===== src/hw/scd_pkg.sv =====
// Constants shared by the serial command decoder files.
// Assumes nothing beyond a SystemVerilog compiler.
package scd_pkg;
	// Reset values of the command-addressed registers.
	localparam logic [7:0] SETUP_RST = 8'h28;
	localparam logic [7:0] ZERO_RST = 8'h00;
	localparam logic [15:0] WORD_RST = 16'h0000;
	// Command byte field positions.
	localparam int CONV_TEMP_BIT = 0;
	localparam int CONV_SCAN_LSB = 1;
	localparam int CONV_CHAN_LSB = 3;
	localparam int SETUP_PAIR_LSB = 0;
	localparam int SETUP_VREF_LSB = 2;
	localparam int SETUP_CLK_LSB = 4;
	localparam int AVG_EN_BIT = 4;
	localparam int RST_REQ_BIT = 2;
	localparam int RST_SLOW_BIT = 1;
	localparam int RST_BIAS_BIT = 0;
	// Command codes and leading patterns.
	localparam logic [7:0] CMD_GPIO_CFG = 8'h03;
	localparam logic [7:0] CMD_GPIO_WR = 8'h02;
	localparam logic [7:0] CMD_GPIO_RD = 8'h01;
	localparam logic [7:0] CMD_NOP = 8'h00;
	localparam logic [1:0] PAIR_UNI = 2'h2;
	localparam logic [1:0] PAIR_BIP = 2'h3;
	localparam logic [1:0] CLK_MODE_RISE = 2'h3;
	// Frame geometry.
	localparam logic [2:0] LAST_BIT = 3'h7;
	localparam int OUT_W = 16;
	localparam int RES_W = 10;
	localparam logic [3:0] LEAD_ZEROS = 4'h0;
	localparam logic [1:0] SUB_BITS = 2'h0;

	typedef enum logic [3:0] {
		SCD_K_NOP, SCD_K_CONV, SCD_K_SETUP, SCD_K_AVG, SCD_K_DAC,
		SCD_K_RESET, SCD_K_GCFG, SCD_K_GWR, SCD_K_GRD
	} scd_kind_e;

	// Frame states, Gray coded along idle, command, data.
	typedef enum logic [1:0] {
		SCD_S_IDLE = 2'b00,
		SCD_S_CMD = 2'b01,
		SCD_S_DATA = 2'b11
	} scd_state_e;
endpackage


===== src/hw/scd_sync.sv =====
// Two flip-flop synchroniser, one lane per bit.
// Assumes asynchronous inputs and the block clock.
`timescale 1ns/1ps
module scd_sync #(
	parameter int W = 3
) (
	// Clock and reset
	input wire logic clock,
	input wire logic sys_rst,
	// Lanes
	input wire logic [W-1:0] async_in,
	output logic [W-1:0] sync_out
);
	genvar i;
	generate
		for (i = 0; i < W; i++)
		begin : g_lane
			logic meta_r;
			logic hold_r;
			// Reset to one so an idle select and clock look released.
			always_ff @(posedge clock)
			begin
				if (sys_rst)
				begin
					meta_r <= 1'b1;
					hold_r <= 1'b1;
				end
				else
				begin
					meta_r <= async_in[i];
					hold_r <= meta_r;
				end
			end
			assign sync_out[i] = hold_r;
		end
	endgenerate
endmodule // scd_sync


===== src/hw/scd_shift_out.sv =====
// Serial output shifter: loads a word and moves it out most significant bit first.
// Assumes load and shift are one-cycle strobes from the block clock domain.
`timescale 1ns/1ps
module scd_shift_out (
	// Clock and reset
	input wire logic clock,
	input wire logic sys_rst,
	// Control
	input wire logic clear,
	input wire logic load,
	input wire logic [scd_pkg::OUT_W-1:0] load_word,
	input wire logic shift,
	// Serial bit
	output logic dout_bit
);
	logic [scd_pkg::OUT_W-1:0] sr_r;
	logic [scd_pkg::OUT_W-1:0] sr_nxt;

	// Zeros fill in behind the word, so an over-long read returns zero.
	assign sr_nxt = load ? load_word : (shift ? {sr_r[scd_pkg::OUT_W-2:0], 1'b0} : sr_r);

	always_ff @(posedge clock)
	begin
		if (sys_rst || clear)
			sr_r <= scd_pkg::WORD_RST;
		else
			sr_r <= sr_nxt;
	end

	assign dout_bit = sr_r[scd_pkg::OUT_W-1];
endmodule // scd_shift_out


===== src/hw/scd_decoder.sv =====
// Serial slave port and command byte decoder of a combined converter device.
// Assumes chip select, serial clock and data input arrive asynchronously from a master.
// Notes on behaviour
// - Works idle low or high, polarity equals phase.
// - Sample data input on falling clock edges.
// - Output changes on falling edge, modes 00-10.
// - Output changes on rising edge in mode 11.
// - Bipolar and temperature results two's complement.
// - Select falling edge starts a transaction.
// - Command byte first, eight bits, MSB first.
// - Command picks target and 8/16/24 bits.
// - Select high resets counters and partial command.
// - Bit 7 set writes conversion register.
// - Pattern 01 writes setup register fields.
// - Pair mode access takes one following byte.
// - Pattern 001 writes averaging register.
// - Pattern 00001 writes reset register.
// - Pattern 0001 then two converter-output bytes.
// - GPIO configure, write, read codes; zero nop.
// - GPIO write takes exactly one byte.
// - Without GPIO, accept GPIO commands, do nothing.
// - Output released while select is high.
// - Setup resets to 0010 1000, others zero.
// - Results are two bytes, four leading zeros.
`timescale 1ns/1ps
module scd_decoder #(
	parameter bit HAS_GPIO = 1'b1
) (
	// Clock and reset
	input wire logic clock,
	input wire logic sys_rst,
	// Serial pins
	input wire logic cs_n,
	input wire logic sclk,
	input wire logic din,
	output logic dout_o,
	output logic dout_oe,
	// Result source
	input wire logic result_valid,
	input wire logic [scd_pkg::RES_W-1:0] result_value,
	input wire logic result_signed,
	output logic result_taken,
	// Configuration registers
	output logic [7:0] conversion_control,
	output logic [7:0] setup_control,
	output logic [7:0] averaging_control,
	output logic [7:0] reset_control,
	output logic [7:0] unipolar_pairs,
	output logic [7:0] bipolar_pairs,
	output logic conv_request,
	output logic reset_request,
	// Converter output interface
	output logic [15:0] dac_word,
	output logic dac_load,
	// General-purpose I/O
	output logic [7:0] gpio_config,
	output logic [7:0] gpio_out,
	input wire logic [3:0] gpio_in
);
	// Returns the kind of command for a byte.
	function automatic scd_pkg::scd_kind_e kind_of(input logic [7:0] c);
		if (c[7])
			kind_of = scd_pkg::SCD_K_CONV;
		else if (c[6])
			kind_of = scd_pkg::SCD_K_SETUP;
		else if (c[5])
			kind_of = scd_pkg::SCD_K_AVG;
		else if (c[4])
			kind_of = scd_pkg::SCD_K_DAC;
		else if (c[3])
			kind_of = scd_pkg::SCD_K_RESET;
		else if (c == scd_pkg::CMD_GPIO_CFG)
			kind_of = scd_pkg::SCD_K_GCFG;
		else if (c == scd_pkg::CMD_GPIO_WR)
			kind_of = scd_pkg::SCD_K_GWR;
		else if (c == scd_pkg::CMD_GPIO_RD)
			kind_of = scd_pkg::SCD_K_GRD;
		else
			kind_of = scd_pkg::SCD_K_NOP;
	endfunction

	// Number of data bytes that follow a command byte.
	function automatic logic [1:0] extra_of(input logic [7:0] c);
		scd_pkg::scd_kind_e k;
		k = kind_of(c);
		if (k == scd_pkg::SCD_K_DAC)
			extra_of = 2'd2;
		else if (k == scd_pkg::SCD_K_SETUP && c[scd_pkg::SETUP_PAIR_LSB+1])
			extra_of = 2'd1;
		else if (k == scd_pkg::SCD_K_GCFG || k == scd_pkg::SCD_K_GWR)
			extra_of = 2'd1;
		else
			extra_of = 2'd0;
	endfunction

	// Pin synchronisers.
	logic [2:0] pins_s;
	logic cs_n_s;
	logic sclk_s;
	logic din_s;

	scd_sync #(
		.W(3)
	) u_sync (
		.clock(clock),
		.sys_rst(sys_rst),
		.async_in({cs_n, sclk, din}),
		.sync_out(pins_s)
	);

	assign cs_n_s = pins_s[2];
	assign sclk_s = pins_s[1];
	assign din_s = pins_s[0];

	// Edge detection on synchronised pins.
	logic sclk_d_r;
	logic cs_n_d_r;
	logic seen_fall_r;
	logic sclk_fall;
	logic sclk_rise;
	logic cs_fall;
	logic cs_high;

	assign sclk_fall = sclk_d_r & ~sclk_s & ~cs_n_s;
	assign sclk_rise = ~sclk_d_r & sclk_s & ~cs_n_s;
	assign cs_fall = cs_n_d_r & ~cs_n_s;
	assign cs_high = cs_n_s;

	always_ff @(posedge clock)
	begin
		if (sys_rst)
		begin
			sclk_d_r <= 1'b1;
			cs_n_d_r <= 1'b1;
		end
		else
		begin
			sclk_d_r <= sclk_s;
			cs_n_d_r <= cs_n_s;
		end
	end

	// A rising edge counts only after a falling edge in the frame, so the
	// first bit is never skipped whichever way the clock idles.
	always_ff @(posedge clock)
	begin
		if (sys_rst || cs_high)
			seen_fall_r <= 1'b0;
		else if (sclk_fall)
			seen_fall_r <= 1'b1;
	end

	// Receive path.
	scd_pkg::scd_state_e state_r;
	scd_pkg::scd_state_e state_nxt;
	logic [2:0] bit_cnt_r;
	logic [7:0] rx_r;
	logic [7:0] rx_nxt;
	logic [7:0] cmd_r;
	logic [1:0] left_r;
	logic [1:0] left_nxt;
	logic [7:0] first_data_r;
	logic byte_done;
	logic cmd_done;
	logic data_done;
	scd_pkg::scd_kind_e cmd_kind;
	scd_pkg::scd_kind_e new_kind;

	assign rx_nxt = {rx_r[6:0], din_s};
	assign byte_done = sclk_fall && (bit_cnt_r == scd_pkg::LAST_BIT);
	assign cmd_done = byte_done && (state_r == scd_pkg::SCD_S_CMD);
	assign data_done = byte_done && (state_r == scd_pkg::SCD_S_DATA) && (left_r != 2'd0);
	assign new_kind = kind_of(rx_nxt);
	assign cmd_kind = kind_of(cmd_r);
	assign left_nxt = cmd_done ? extra_of(rx_nxt) : (data_done ? left_r - 2'd1 : left_r);

	always_comb
	begin
		state_nxt = state_r;
		unique case (state_r)
			scd_pkg::SCD_S_IDLE:
				if (cs_fall)
					state_nxt = scd_pkg::SCD_S_CMD;
			scd_pkg::SCD_S_CMD:
				if (cmd_done)
					state_nxt = scd_pkg::SCD_S_DATA;
			scd_pkg::SCD_S_DATA:
				state_nxt = scd_pkg::SCD_S_DATA;
			default:
				state_nxt = scd_pkg::SCD_S_IDLE;
		endcase
	end

	always_ff @(posedge clock)
	begin
		if (sys_rst || cs_high)
		begin
			state_r <= scd_pkg::SCD_S_IDLE;
			bit_cnt_r <= 3'h0;
			rx_r <= scd_pkg::ZERO_RST;
			left_r <= 2'd0;
		end
		else
		begin
			state_r <= state_nxt;
			left_r <= left_nxt;
			if (sclk_fall)
			begin
				bit_cnt_r <= bit_cnt_r + 3'h1;
				rx_r <= rx_nxt;
			end
		end
	end

	// The command byte and first data byte survive the frame for later decoding.
	always_ff @(posedge clock)
	begin
		if (sys_rst)
		begin
			cmd_r <= scd_pkg::CMD_NOP;
			first_data_r <= scd_pkg::ZERO_RST;
		end
		else
		begin
			if (cmd_done)
				cmd_r <= rx_nxt;
			if (data_done && left_r == 2'd2)
				first_data_r <= rx_nxt;
		end
	end

	// Register writes.
	logic [7:0] conv_r;
	logic [7:0] setup_r;
	logic [7:0] avg_r;
	logic [7:0] rstc_r;
	logic [7:0] uni_r;
	logic [7:0] bip_r;
	logic [15:0] dac_r;
	logic [7:0] gcfg_r;
	logic [7:0] gout_r;
	logic conv_req_r;
	logic rst_req_r;
	logic dac_load_r;
	logic wr_conv;
	logic wr_setup;
	logic wr_avg;
	logic wr_rst;
	logic soft_rst;
	logic pair_byte;
	logic wr_uni;
	logic wr_bip;
	logic wr_dac;
	logic wr_gcfg;
	logic wr_gout;

	assign wr_conv = cmd_done && new_kind == scd_pkg::SCD_K_CONV;
	assign wr_setup = cmd_done && new_kind == scd_pkg::SCD_K_SETUP;
	assign wr_avg = cmd_done && new_kind == scd_pkg::SCD_K_AVG;
	assign wr_rst = cmd_done && new_kind == scd_pkg::SCD_K_RESET;
	assign soft_rst = wr_rst && rx_nxt[scd_pkg::RST_REQ_BIT];
	assign pair_byte = data_done && cmd_kind == scd_pkg::SCD_K_SETUP;
	assign wr_uni = pair_byte && cmd_r[1:0] == scd_pkg::PAIR_UNI;
	assign wr_bip = pair_byte && cmd_r[1:0] == scd_pkg::PAIR_BIP;
	assign wr_dac = data_done && left_r == 2'd1 && cmd_kind == scd_pkg::SCD_K_DAC;
	assign wr_gcfg = HAS_GPIO && data_done && cmd_kind == scd_pkg::SCD_K_GCFG;
	assign wr_gout = HAS_GPIO && data_done && cmd_kind == scd_pkg::SCD_K_GWR;

	// A reset command with bit 2 set returns the converter settings to their power-up values.
	always_ff @(posedge clock)
	begin
		if (sys_rst || soft_rst)
		begin
			conv_r <= scd_pkg::ZERO_RST;
			setup_r <= scd_pkg::SETUP_RST;
			avg_r <= scd_pkg::ZERO_RST;
			uni_r <= scd_pkg::ZERO_RST;
			bip_r <= scd_pkg::ZERO_RST;
		end
		else
		begin
			if (wr_conv)
				conv_r <= rx_nxt;
			if (wr_setup)
				setup_r <= rx_nxt;
			if (wr_avg)
				avg_r <= rx_nxt;
			if (wr_uni)
				uni_r <= rx_nxt;
			if (wr_bip)
				bip_r <= rx_nxt;
		end
	end

	always_ff @(posedge clock)
	begin
		if (sys_rst)
		begin
			rstc_r <= scd_pkg::ZERO_RST;
			dac_r <= scd_pkg::WORD_RST;
			gcfg_r <= scd_pkg::ZERO_RST;
			gout_r <= scd_pkg::ZERO_RST;
			conv_req_r <= 1'b0;
			rst_req_r <= 1'b0;
			dac_load_r <= 1'b0;
		end
		else
		begin
			conv_req_r <= wr_conv;
			rst_req_r <= soft_rst;
			dac_load_r <= wr_dac;
			if (wr_rst)
				rstc_r <= rx_nxt;
			if (wr_dac)
				dac_r <= {first_data_r, rx_nxt};
			if (wr_gcfg)
				gcfg_r <= rx_nxt;
			if (wr_gout)
				gout_r <= rx_nxt;
		end
	end

	// Transmit path.
	logic [scd_pkg::RES_W-1:0] res_fmt;
	logic [scd_pkg::OUT_W-1:0] res_word;
	logic [scd_pkg::OUT_W-1:0] gpio_word;
	logic gpio_rd;
	logic rise_mode;
	logic tx_shift;
	logic tx_load;
	logic [scd_pkg::OUT_W-1:0] tx_word;

	// The engine gives offset binary; flipping the top bit yields two's complement.
	assign res_fmt = result_signed ? {~result_value[scd_pkg::RES_W-1], result_value[scd_pkg::RES_W-2:0]}
		: result_value;
	assign res_word = result_valid ? {scd_pkg::LEAD_ZEROS, res_fmt, scd_pkg::SUB_BITS}
		: scd_pkg::WORD_RST;
	assign gpio_rd = HAS_GPIO && cmd_done && new_kind == scd_pkg::SCD_K_GRD;
	assign gpio_word = {gpio_in, 12'h000};
	assign rise_mode = setup_r[scd_pkg::SETUP_CLK_LSB +: 2] == scd_pkg::CLK_MODE_RISE;
	assign tx_shift = rise_mode ? (sclk_rise && seen_fall_r) : sclk_fall;
	assign tx_load = cs_fall || gpio_rd;
	assign tx_word = gpio_rd ? gpio_word : res_word;

	scd_shift_out u_tx (
		.clock(clock),
		.sys_rst(sys_rst),
		.clear(cs_high),
		.load(tx_load),
		.load_word(tx_word),
		.shift(tx_shift),
		.dout_bit(dout_o)
	);

	// Output enable follows the synchronised select; the pin floats while it is high.
	assign dout_oe = ~cs_n_s;
	assign result_taken = cs_fall && result_valid;

	assign conversion_control = conv_r;
	assign setup_control = setup_r;
	assign averaging_control = avg_r;
	assign reset_control = rstc_r;
	assign unipolar_pairs = uni_r;
	assign bipolar_pairs = bip_r;
	assign conv_request = conv_req_r;
	assign reset_request = rst_req_r;
	assign dac_word = dac_r;
	assign dac_load = dac_load_r;
	assign gpio_config = gcfg_r;
	assign gpio_out = gout_r;
endmodule // scd_decoder


===== config.mk =====
export PLATFORM = sky130hd
export DESIGN_NAME = scd_decoder
export DESIGN_NICKNAME = d
export VERILOG_FILES = /design/src/hw/scd_pkg.sv /design/src/hw/scd_sync.sv /design/src/hw/scd_shift_out.sv /design/src/hw/scd_decoder.sv
export SDC_FILE = /design/constraint.sdc
export NUM_CORES = 1
export LEC_CHECK = 0
export BUFFER_PORTS_ARGS = -buffer_cell sky130_fd_sc_hd__buf_2
export CAP_MARGIN = 20
export CORE_ASPECT_RATIO = 1.1
export CORE_MARGIN = 1.5
export CORE_UTILIZATION = 50
export CTS_CLUSTER_SIZE = 28
export DETAILED_ROUTE_END_ITERATION = 6
export PLACE_DENSITY = 0.82
export SLEW_MARGIN = 20
export SYNTH_ARGS = -nofsm -noshare
export SYNTH_HDL_FRONTEND = slang
export SYNTH_SLANG_ARGS = --single-unit

===== constraint.sdc =====
create_clock -name clock -period 3.2 [get_ports clock]
set_clock_uncertainty 0.2 [all_clocks]
set_input_delay 0.8 -clock clock [delete_from_list [all_inputs] [get_ports clock]]
set_output_delay 0.8 -clock clock [all_outputs]
set_load 0.05 [all_outputs]

==> key figures <==
Status
  – Run status: completed

Drt
  – Routed vias/inst: around 5.4
  – Wirelength per Cell: ~15 um
  – Remaining DRCs: 0
  – Drt first pass iters: 6
  – Drt total wl: ~13,000 um
  – Routed Antenna Nets: 0
  – DR vias: around 4,400
  – Initial drt markers: 218

Finish
  – Antenna cell count: 0
  – Synth-to-Final Area Change: 23.1%
  – Share of layout cells above drive strength 1: 0.277
  – Max reg flops: 16
  – Final #Nets: 687
  – Final Non-Filler Cells: slightly above 800
  – Final Util: 0.626

Place
  – Pre-CTS setup slack: between 0.5 and 0.6 ns
  – PortBufs: ~110
  – Final GP Congestion: between 0.8 and 0.9
  – Placed cell count: about 790
  – Post-DP HPWL: 8210 um

Critical path
  – Critical Path End Type: flip-flop
  – R2r worst-path depth: 7
  – Worst path required time: roughly 3.3 ns
  – Crit. Startpoint: bit_cnt_r[0]
  – Crit path kind: flip-flop to flip-flop
  – RR Startpoint: bit_cnt_r[0]
  – Critical-path maximum fanout: 8
  – Reg2reg end: gpio_out[7]
  – CP Launch Type: flip-flop
  – Worst Path Arrival: approximately 2.8 ns
  – FF-to-FF setup slack: 0.45 ns

Yosys
  – Number of flops mapped to enable cells by yosys: 0
  – Register area share after synthesis: 0.520
  – Ys Warns: 0
  – Syn Nets: 588
  – Post-synthesis register bit count: about 140
  – Async S/R FF share, synth: 0
  – Prevailing post-synth register cell: dfxtp_1
  – Synth Cell Area: ~5200 sq um
  – Synth cell types: 51
  – Syn Area/Cell: 9.32 sq um
  – Cells after synthesis: between 500 and 600

Clock tree
  – Clk_lat worst skew: 0.41 ns
  – Hold Buf Count CTS: 0
  – CTS buffer count: 17
  – Clock root buffer: clkbuf_16
  – CTS max path bufs: 2
  – H-tree Lvls: 4
  – CTS sink count: around 140
  – Post-CTS Setup Bufs: 0
  – CTS tree: done
  – Clk slew on worst S/H paths: 0.06 ns
  – Post_cts resized: 0

Floorplan
  – Boundary Pins: between 100 and 150
  – Core region area: 10,300 sq um
  – Chip width: between 100 and 150 um
  – Chip height: roughly 110 um
  – Initial Util: 0.509
  – Site row count: 39
  – Die area: about 11,000 sq um

STA
  – Setup Total Neg Slack: 0 ns
  – Tmin final: between 2 and 3 ns
  – Final setup fails: 0
  – RSZ-0062 raised after global routing: no
  – Least-Margin Pin Slew: approximately 0.86 ns
  – Slew HR: 0.423
  – Hold violation total from the final report: 0
  – Fin. max-slew vios: 0
  – FMAX: ~360 MHz
  – Worst Setup Slack, final: approximately 0.45 ns
  – Tcrit/Tclk final: 0.858

GRT
  – Initial antenna violation count: 0
  – Wire length of the first global-routing pass: about 21,000 um
  – Pin count of the biggest net entering global routing: 37
  – Vias in the first global route: between 4,000 and 5,000
  – Overflow after GRT: 0
  – Tot GR Track Use: 0.239

Worst hold path
  – Hold path depth: 1
  – Endpoint of the worst hold path: u_sync.g_lane[0].hold_r
  – Min-Delay Path Class: flip-flop to flip-flop
  – HP Start: u_sync.g_lane[0].meta_r

Power
  – P per Cell Area: roughly 550 nW/um^2
  – Leakage: roughly 2.7 nW
  – Maximum VDD drop: 0.311 mV

Flow run
  – Max_cap viols: 0
## metrics by stage
stage | power (mW) | hold WS, ns | cell area, sq um
2_1_floorplan | 1.79 | 0.189 | 5240
3_5_place_dp | 1.81 | 0.196 | 5900
3_3_place_gp | 1.81 | 0.194 | 5900
5_1_grt | 3.67 | 0.217 | 6450
6_report | 3.56 | 0.207 | 6450
4_1_cts | 3.58 | 0.209 | 6450
## worst max-delay path, cell delays in order, from the launching register on
cell      delay, ns
dfxtp_1        0.35
ha_1           0.16
ha_1           0.19
nand3b_4       0.13
nor3_2         0.49
nand4b_1       0.64
mux2i_1        0.38
nor2_1         0.07
## placed cells by master (no fill, tap or decap), types with 2 or more instances in the layout
cell type	netlist	layout
and3_1	3	3
nor2_1	57	57
o31ai_1	13	13
ha_1	5	5
nor3_1	2	2
clkinvlp_4	0	6
inv_6	0	4
a31oi_1	4	4
buf_4	4	14
dfxtp_1	136	136
nand2b_1	4	4
o221a_2	7	7
xnor2_1	2	2
a211oi_1	2	2
clkbuf_8	0	2
o21ai_0	14	14
nand2_1	85	85
clkbuf_16	0	17
and2_1	5	5
mux2i_1	48	48
nand4_1	2	2
nor4_4	3	3
nor3_4	2	2
or2_2	8	8
a21oi_1	56	56
nor2_2	8	8
buf_2	2	106
nor2b_1	5	5
or2_1	2	2
nand3_1	17	17
inv_1	8	8
## Yosys cell counts, drive strengths merged, types with 2 or more instances
| master | instances | share of area |
|---|---|---|
| o31ai | 13 | 0.019 |
| o221a | 7 | 0.015 |
| or2 | 10 | 0.012 |
| nand3 | 17 | 0.016 |
| mux2i | 48 | 0.092 |
| ha | 5 | 0.012 |
| nor2 | 65 | 0.050 |
| nor4b | 2 | 0.0033 |
| nand2 | 85 | 0.061 |
| a31oi | 4 | 0.0048 |
| or4 | 2 | 0.0036 |
| inv | 8 | 0.0057 |
| a211oi | 3 | 0.0067 |
| nand3b | 2 | 0.0053 |
| xnor2 | 2 | 0.0033 |
| nand2b | 4 | 0.0048 |
| nand4 | 2 | 0.0024 |
| buf | 7 | 0.0098 |
| clkbuf | 34 | 0.024 |
| and3 | 3 | 0.0036 |
| a21oi | 56 | 0.054 |
| nor4 | 3 | 0.012 |
| dfxtp | 136 | 0.52 |
| nor2b | 5 | 0.0060 |
| o21ai | 14 | 0.013 |
| nor3 | 5 | 0.010 |
| and2 | 5 | 0.0060 |
## area by class of cell
class	count	area [sq um]
well taps	143	179
repair buffers	121	656
fillers	830	3850
inverters	9	33.8
clock buffers	20	457
clock inverters	12	93.8
multi-input cells	376	2310
flip-flops and latches	136	2720
## report_power, final
group	switching (mW)	internal, mW	total [mW]	leakage [nW]
logic	0.0488	0.0249	0.0738	1.38
registers	0.00432	1.70	1.70	1.10
clock network	0.739	1.04	1.78	0.252
## per-layer routing
layer / part of all wire / up-vias / wire length, um / GRT usage
li1: - / 2114 / - / -
met1: 0.42 / 2112 / 5310 / 0.286
met2: 0.51 / 158 / 6490 / 0.420
met3: 0.057 / 12 / 716 / 0.0485
met4: 0.011 / 0 / 138 / 0.0996
met5: 0 / - / 0 / 0
## worst max path at each step
stage | endpoint | slack, ns | depth (start not counted)
global placement | unipolar_pairs[6] | 0.60 | 7
global route | gpio_out[2] | 0.29 | 7
floorplan | unipolar_pairs[0] | 0.71 | 7
finish | gpio_out[7] | 0.45 | 7
detailed placement | unipolar_pairs[1] | 0.50 | 7
CTS | unipolar_pairs[6] | 0.44 | 7
## logic make-up (layout without fill, tap and decap cells)
kind of cell,count (synthesis),count (layout),share of synthesized area
simple gates,218,218,0.210
flops,136,136,0.520
compound gates,102,102,0.120
buf+inv,50,162,0.0406
mux,48,48,0.0917
fa+ha+maj,5,5,0.0119
xor+xnor,3,3,0.00502
Power figures use the tool's default switching activity.
